==> src/logic/alu_flags_pkg.sv <==
/*
  Constants for the ALU status flag register: bit positions, widths,
  operation codes and the flag update mask encoding.
  Assumes the core presents one ALU operation at a time.
*/
package alu_flags_pkg;
  localparam int DATA_W = 8;
  localparam int FLAG_W = 5;
  localparam int NEG_BIT = 4;
  localparam int OVF_BIT = 3;
  localparam int ZERO_BIT = 2;
  localparam int NIB_BIT = 1;
  localparam int CARRY_BIT = 0;
  localparam int NIB_W = 4;
  localparam logic [FLAG_W-1:0] FLAGS_ALL = 5'h1F;
  localparam logic [FLAG_W-1:0] FLAGS_NONE = 5'h00;
  localparam logic [FLAG_W-1:0] FLAGS_NZ = 5'h14;
  localparam logic [FLAG_W-1:0] FLAGS_Z = 5'h04;
  localparam logic [DATA_W-1:0] FLAGS_ADDR = 8'hD8;
  localparam logic [FLAG_W-1:0] FLAGS_RESET = 5'h00;
  localparam logic [DATA_W-1:0] TOP_ZERO = 8'h00;

  typedef enum logic [3:0] {
    OP_PASS,
    OP_ADD,
    OP_ADDC,
    OP_SUB,
    OP_SUBB,
    OP_AND,
    OP_OR,
    OP_XOR,
    OP_CLEAR,
    OP_SWAP
  } alu_op_e;
endpackage

==> src/logic/alu_status_flags.sv <==
/*
  ALU with its arithmetic status flag register.
  Assumes the core executes one operation per cycle, gives the
  destination-is-flag-register indication and reads the register through
  the plain register port.
*/
// Operation
// - Only bits 4..0 exist; bits 7..5 read zero and ignore writes.
// - Flag-affecting op writing the flag register cannot write those flags.
// - Flags then take the op's flag results, e.g. clear sets zero.
// - Flag register is usable as an operand like any register.
// - Negative flag bit 4 copies result bit 7.
// - Overflow flag bit 3 set when signed result overflows sign bit.
// - Zero flag bit 2 set when result equals zero.
// - Nibble carry flag bit 1 is carry out of low nibble on add/sub.
// - Carry flag bit 0 is carry out of bit 7 on add/sub.
// - Subtract adds two's complement; carries mean no borrow when one.
`timescale 1ns/1ps
module alu_status_flags
  import alu_flags_pkg::*;
(
  // Clock and reset
  input wire logic CLK_SYS,
  input wire logic SRST,
  // Operation from the core
  input wire logic OP_VALID,
  input wire logic [3:0] OP_CODE,
  input wire logic [DATA_W-1:0] OP_A,
  input wire logic [DATA_W-1:0] OP_B,
  input wire logic DEST_IS_FLAGS,
  // Register port
  input wire logic [DATA_W-1:0] REG_ADDR,
  input wire logic [DATA_W-1:0] REG_WDATA,
  input wire logic REG_WR,
  input wire logic REG_RD,
  // Results
  output logic [DATA_W-1:0] REG_RDATA,
  output logic [DATA_W-1:0] RESULT,
  output logic RESULT_WR,
  output logic [DATA_W-1:0] FLAGS_OUT
);
  localparam int PAD_W = DATA_W - FLAG_W;

  // Flag register and its next value
  logic [FLAG_W-1:0] flags_r;
  wire logic [FLAG_W-1:0] flags_nxt;
  logic [FLAG_W-1:0] wr_flags;

  // Named views of the stored flags
  logic negative_flag;
  logic signed_overflow_flag;
  logic zero_flag;
  logic nibble_carry_flag;
  logic carry_flag;

  // Flags produced by the current operation
  logic neg_new;
  logic ovf_new;
  logic zero_new;
  logic nib_new;
  logic carry_new;
  logic [FLAG_W-1:0] new_flags;
  logic [FLAG_W-1:0] upd_mask;
  logic upd_none;

  // Datapath
  alu_op_e op;
  logic is_arith;
  logic [DATA_W-1:0] addend;
  logic cin;
  logic [DATA_W:0] sum;
  logic [NIB_W:0] nib_sum;
  logic [DATA_W-1:0] logic_res;
  logic [DATA_W-1:0] swapped;
  logic [DATA_W-1:0] res;
  logic sign_a;
  logic sign_b;
  logic sign_r;

  // Access decoding
  logic wr_hit;
  logic rd_hit;
  logic op_to_flags;

  // Registered outputs
  logic [DATA_W-1:0] res_r;
  logic [DATA_W-1:0] res_nxt;
  logic res_wr_r;
  logic res_wr_nxt;
  logic [DATA_W-1:0] rdata_r;
  logic [DATA_W-1:0] rdata_nxt;

  // Address decoder shared by the write and read paths
  function automatic logic hits_flags(
    input logic [DATA_W-1:0] addr
  );
    return addr == FLAGS_ADDR;
  endfunction

  // Operations that run through the adder
  function automatic logic arith_op(
    input alu_op_e code
  );
    return code inside {OP_ADD, OP_ADDC, OP_SUB, OP_SUBB};
  endfunction

  // Operations that take the logic unit result
  function automatic logic logic_op(
    input alu_op_e code
  );
    return code inside {OP_AND, OP_OR, OP_XOR};
  endfunction

  // Flags that an operation updates
  function automatic logic [FLAG_W-1:0] flag_mask(
    input alu_op_e code
  );
    logic [FLAG_W-1:0] m;
    m = FLAGS_NONE;
    if (arith_op(code)) begin
      m = FLAGS_ALL;
    end else if (logic_op(code)) begin
      m = FLAGS_NZ;
    end else if (code == OP_CLEAR) begin
      m = FLAGS_Z;
    end
    return m;
  endfunction

  // Operation and access decoding
  assign op = alu_op_e'(OP_CODE);
  assign is_arith = arith_op(op);
  assign upd_mask = flag_mask(op);
  assign upd_none = (upd_mask == FLAGS_NONE);
  assign wr_hit = REG_WR && hits_flags(REG_ADDR);
  assign rd_hit = REG_RD && hits_flags(REG_ADDR);
  assign op_to_flags = OP_VALID && DEST_IS_FLAGS;

  // Only the five low bits of a write are stored
  assign wr_flags = REG_WDATA[FLAG_W-1:0];

  // Subtraction adds the inverted operand plus one, or plus the carry flag for OP_SUBB
  always_comb begin
    addend = OP_B;
    cin = 1'b0;
    unique case (op)
      OP_ADD: begin
        cin = 1'b0;
      end
      OP_ADDC: begin
        cin = flags_r[CARRY_BIT];
      end
      OP_SUB: begin
        addend = ~OP_B;
        cin = 1'b1;
      end
      OP_SUBB: begin
        addend = ~OP_B;
        cin = flags_r[CARRY_BIT];
      end
      default: begin
        addend = OP_B;
      end
    endcase
  end

  // Full-width sum
  always_comb begin
    sum = {1'b0, OP_A} + {1'b0, addend} + {{DATA_W{1'b0}}, cin};
  end

  // Low-nibble sum for the nibble carry
  always_comb begin
    nib_sum = {1'b0, OP_A[NIB_W-1:0]} + {1'b0, addend[NIB_W-1:0]}
      + {{NIB_W{1'b0}}, cin};
  end

  // Logic unit
  always_comb begin
    logic_res = TOP_ZERO;
    unique case (op)
      OP_AND: begin
        logic_res = OP_A & OP_B;
      end
      OP_OR: begin
        logic_res = OP_A | OP_B;
      end
      OP_XOR: begin
        logic_res = OP_A ^ OP_B;
      end
      default: begin
        logic_res = TOP_ZERO;
      end
    endcase
  end

  // Nibble swap
  assign swapped = {OP_A[NIB_W-1:0], OP_A[DATA_W-1:NIB_W]};

  // Result select
  always_comb begin
    res = OP_A;
    unique case (op)
      OP_PASS: begin
        res = OP_A;
      end
      OP_ADD, OP_ADDC, OP_SUB, OP_SUBB: begin
        res = sum[DATA_W-1:0];
      end
      OP_AND, OP_OR, OP_XOR: begin
        res = logic_res;
      end
      OP_CLEAR: begin
        res = TOP_ZERO;
      end
      OP_SWAP: begin
        res = swapped;
      end
      default: begin
        res = OP_A;
      end
    endcase
  end

  // Sign bits for the overflow test
  assign sign_a = OP_A[DATA_W-1];
  assign sign_b = addend[DATA_W-1];
  assign sign_r = res[DATA_W-1];

  // Flag values of the current operation
  assign neg_new = sign_r;
  assign ovf_new = is_arith && (sign_a == sign_b)
    && (sign_r != sign_a);
  assign zero_new = (res == TOP_ZERO);
  assign nib_new = nib_sum[NIB_W];
  assign carry_new = sum[DATA_W];

  always_comb begin
    new_flags = FLAGS_NONE;
    new_flags[NEG_BIT] = neg_new;
    new_flags[OVF_BIT] = ovf_new;
    new_flags[ZERO_BIT] = zero_new;
    new_flags[NIB_BIT] = nib_new;
    new_flags[CARRY_BIT] = carry_new;
  end

  // Per-bit next value; an op blocks the write for the flags it updates, and for all bits if it targets the flag register
  genvar gi;
  generate
    for (gi = 0; gi < FLAG_W; gi++) begin : g_flag
      logic base_bit;
      logic keep_bit;
      logic op_bit;

      always_comb begin
        base_bit = flags_r[gi];
        if (wr_hit) begin
          base_bit = wr_flags[gi];
        end
      end

      always_comb begin
        keep_bit = base_bit;
        if (op_to_flags) begin
          keep_bit = flags_r[gi];
        end
      end

      always_comb begin
        op_bit = keep_bit;
        if (upd_mask[gi]) begin
          op_bit = new_flags[gi];
        end else if (op_to_flags && upd_none) begin
          op_bit = res[gi];
        end
      end

      assign flags_nxt[gi] = OP_VALID ? op_bit : base_bit;
    end
  endgenerate

  // Flag register
  always_ff @(posedge CLK_SYS) begin
    if (SRST) begin
      flags_r <= FLAGS_RESET;
    end else begin
      flags_r <= flags_nxt;
    end
  end

  // Named views of the stored flags
  assign negative_flag = flags_r[NEG_BIT];
  assign signed_overflow_flag = flags_r[OVF_BIT];
  assign zero_flag = flags_r[ZERO_BIT];
  assign nibble_carry_flag = flags_r[NIB_BIT];
  assign carry_flag = flags_r[CARRY_BIT];

  // Result path to other destinations
  always_comb begin
    res_nxt = res;
    res_wr_nxt = OP_VALID && !DEST_IS_FLAGS;
  end

  always_ff @(posedge CLK_SYS) begin
    if (SRST) begin
      res_r <= TOP_ZERO;
    end else begin
      res_r <= res_nxt;
    end
  end

  // Result write strobe
  always_ff @(posedge CLK_SYS) begin
    if (SRST) begin
      res_wr_r <= 1'b0;
    end else begin
      res_wr_r <= res_wr_nxt;
    end
  end

  // Register read port, data one cycle after the strobe
  always_comb begin
    rdata_nxt = TOP_ZERO;
    if (rd_hit) begin
      rdata_nxt = {{PAD_W{1'b0}}, flags_r};
    end
  end

  always_ff @(posedge CLK_SYS) begin
    if (SRST) begin
      rdata_r <= TOP_ZERO;
    end else begin
      rdata_r <= rdata_nxt;
    end
  end

  assign REG_RDATA = rdata_r;
  assign RESULT = res_r;
  assign RESULT_WR = res_wr_r;
  assign FLAGS_OUT = {{PAD_W{1'b0}}, negative_flag, signed_overflow_flag,
    zero_flag, nibble_carry_flag, carry_flag};

endmodule // alu_status_flags

==> config.mk <==
export PLATFORM = sky130hd
export DESIGN_NAME = alu_status_flags
export DESIGN_NICKNAME = d
export VERILOG_FILES = /design/src/logic/alu_flags_pkg.sv /design/src/logic/alu_status_flags.sv
export SDC_FILE = /design/constraint.sdc
export NUM_CORES = 1
export LEC_CHECK = 0
export BUFFER_PORTS_ARGS = -buffer_cell sky130_fd_sc_hd__buf_2
export CAP_MARGIN = 20
export CORE_AREA = 2 2 75 77
export DETAILED_ROUTE_END_ITERATION = 6
export DIE_AREA = 0 0 77 79
export PLACE_DENSITY = 0.69
export SYNTH_ARGS = -nofsm -noshare
export SYNTH_HDL_FRONTEND = slang
export SYNTH_SLANG_ARGS = --single-unit
==> constraint.sdc <==
create_clock -name CLK_SYS -period 10.24 [get_ports CLK_SYS]
set_input_delay 0.512 -clock CLK_SYS [delete_from_list [all_inputs] [get_ports CLK_SYS]]
set_output_delay 0.512 -clock CLK_SYS [all_outputs]
set_load 0.05 [all_outputs]
==> flow_summary.ini <==
[cells_and_area]
syn2layout_area_growth_pct = 16.5
nets = 364
diodes = 0
final_common_cell = buf_2
final_cell_mix = buf_2 (58), ha_1 (23), inv_1 (21)
drive_gt1_share_pct = 25.7
stdcell_area_mm2 = 0.00236

[min_path]
hp-class = flip-flop to flip-flop
worstHoldPathCells = 1
whs_endpoint = REG_RDATA[2]$_SDFF_PP0_
hold_path_startpoint = flags_r[2]$_SDFFE_PP0P_

[sta]
layout_min_cycle_time_ns = 4.15
finClkSkew_ns = 0.00301
tns_ns = 0
slew_violations = 0
setup_viol = 0
fin_crit_sh_pct = 40.5
fmax_mhz = 241
tightest_slew_ns = 1.05
final_hold_viol_count = 0
slew_headroom_pct = 29.5
rsz0062_at_grt = false

[outcome]
status = complete, no violations

[floorplan]
die_y_um = 79
die_area_mm2 = 0.00608
std_cell_rows = 27
fp.dieW_um = 77
core_area_mm2 = 0.00534
initial_core_util_pct = 37.9
ios = 67

[detailed_routing]
firstDrtPassIters = 4
postRouteWirelength_mm = 4.74
avgRoutedWirePerCell_um = 12.9
first_iter_violations = 69
via_count = 1915
vias_per_cell = 5.20
drcViolationCount = 0
detail-route-antenna-nets = 0

[global_routing]
grt_max_degree = 22
antenna_found_initial = 0
grt_usage_pct = 15.6
first_global_vias = 1719
overflow = 0
grt_pass1_wl_mm = 7.87

[yosys]
synth-async-reset-ratio_pct = 0
synth_edf_count = 0
yosysTopAreaCell = dfxtp_1
syn_inst = 242
synthFlopType = dfxtp_1
synth-seq-cells = 19
ys_seq_area_share_pct = 18.8
synth_cell_types = 57
yosys_warnings = 0
synth_area_mm2 = 0.00202
avgSynthCellArea_um2 = 8.36
synth_area_leaders = dfxtp_1 (19%), ha_1 (14%), mux2i_1 (5.9%), xnor2_1 (5.2%), inv_1 (3.9%)
synth_top_area_share_pct = 18.8

[worst_setup_path]
cp-start-kind = primary input
cp-end-kind = flip-flop
r2r-end = flags_r[4]$_SDFFE_PP0P_
r2r_cells = 10
arrival_ns = 4.28
timing.rr.start = flags_r[0]$_SDFFE_PP0P_
required_ns = 10.37
crit_type = primary input to flip-flop
r2r_slack_ns = 7.26
cp_cell_sequence = buf_2 > nor2_1 > nand2_1 > a21oi_2 > xnor2_1 > fa_1 > fa_1 > a31oi_1 > xnor2_1 > a221oi_1 > o22ai_1 > a221oi_1 > nor3_1
critPathMaxFanout = 21
path_buf_inv = 1
cp_slowest_stage_delay_ns = 0.60
cp_top_family = compound AO/OA/AOI/OAI gates
cp_slowest_cell = a221oi_1

[place]
placed_area_mm2 = 0.00231
gp_routability_congestion = 0.905
portBuffers = 57
place_hpwl_mm = 3.89

[power_and_ir_drop]
p_total_uw = 244
leakage_uw = 0.00115
ir_drop_v = 0.0000549
powerDensity_mw_per_mm2 = 104

[flow_run]
cap_violations = 0

[clocking]
cts.clk_slew.worst_paths_ns = 0.07
cts_made_buffers = 3
cts_sinks = 19
holdBufCountCts = 0
tritoncts = done
postCtsSetupRepairBufs = 0
post_cts_resized = 0
cts_max_level = 1
root_buffer = clkbuf_8
clock_path_buffers = 2
clk_latency_ns = 0.25
## stage by stage
stage / cells / hold slack (ns) / setup slack [ns] / util, %
finish: 368 / 0.492 / 6.09 / 44.2
global route: 368 / 0.513 / 5.74 / 44.2
CTS: 368 / 0.498 / 6.13 / 44.2
detailed placement: 364 / 0.483 / 5.86 / 43.3
global placement: 363 / 0.472 / 5.93 / 43.2
floorplan: 247 / 0.584 / 6.43 / -
## per-layer routing
metal / track usage, % / up-vias / wire (µm)
met1: 21.0 / 874 / 2260
met4: 2.68 / 0 / 0
met5: 0 / - / 0
li1: - / 978 / -
met3: 1.36 / 0 / 298
met2: 27.5 / 63 / 2180
## synth_stat cells (all sizes together) (5+ instances only)
master  count
ha         23
dfxtp      19
nor2       16
o21ai      13
a211oi      5
buf        10
nand2      13
nor2b       5
inv        21
nor3        8
a21oi      16
mux2        5
o22ai       8
and2        6
xnor2      12
mux2i      12
## sequential cells by signal, summed over array words and instances (netlist names)
name and count:
RESULT 8, REG_RDATA 5, RESULT_WR 1, flags_r 5
## where the power goes
part	leakage [µW]	switching (µW)	internal, µW
Combinational	0.000969	72.5	40.9
Sequential	0.000156	2.15	78.9
Clock	0.0000255	22.7	27.0
## kinds of logic after synthesis
family                   count (synthesis)  share of synthesized area (%)
AND/OR/NAND/NOR                         69                           19.6
AO/OA/AOI/OAI                           63                           21.0
buffers and inverters                   34                           9.40
adder cells (fa/ha/maj)                 25                           16.2
flip-flops                              19                           18.8
other                                    1                          0.185
XOR/XNOR                                14                           6.06
multiplexers                            17                           8.72
## layout make-up
cell class / instances / area, µm²
clock buffers: 3 / 41.3
clock inverters: 1 / 5.00
fillers: 571 / 2980
inverters: 21 / 78.8
multi-input cells: 194 / 1470
flip-flops and latches: 19 / 380
well taps: 72 / 90.1
repair buffers: 58 / 290
## worst max path at each step
stage,startpoint,endpoint,slack (ns),cells after the start
2_1_floorplan,OP_CODE[1],flags_r[2]$_SDFFE_PP0P_,6.43,14
3_5_place_dp,OP_CODE[1],flags_r[4]$_SDFFE_PP0P_,5.86,13
4_1_cts,OP_CODE[1],flags_r[4]$_SDFFE_PP0P_,6.13,13
6_report,OP_CODE[1],flags_r[4]$_SDFFE_PP0P_,6.09,13
3_3_place_gp,OP_CODE[1],flags_r[4]$_SDFFE_PP0P_,5.93,13
5_1_grt,OP_CODE[1],flags_r[4]$_SDFFE_PP0P_,5.74,13
Note: power is estimated with default switching activity, not from simulation.
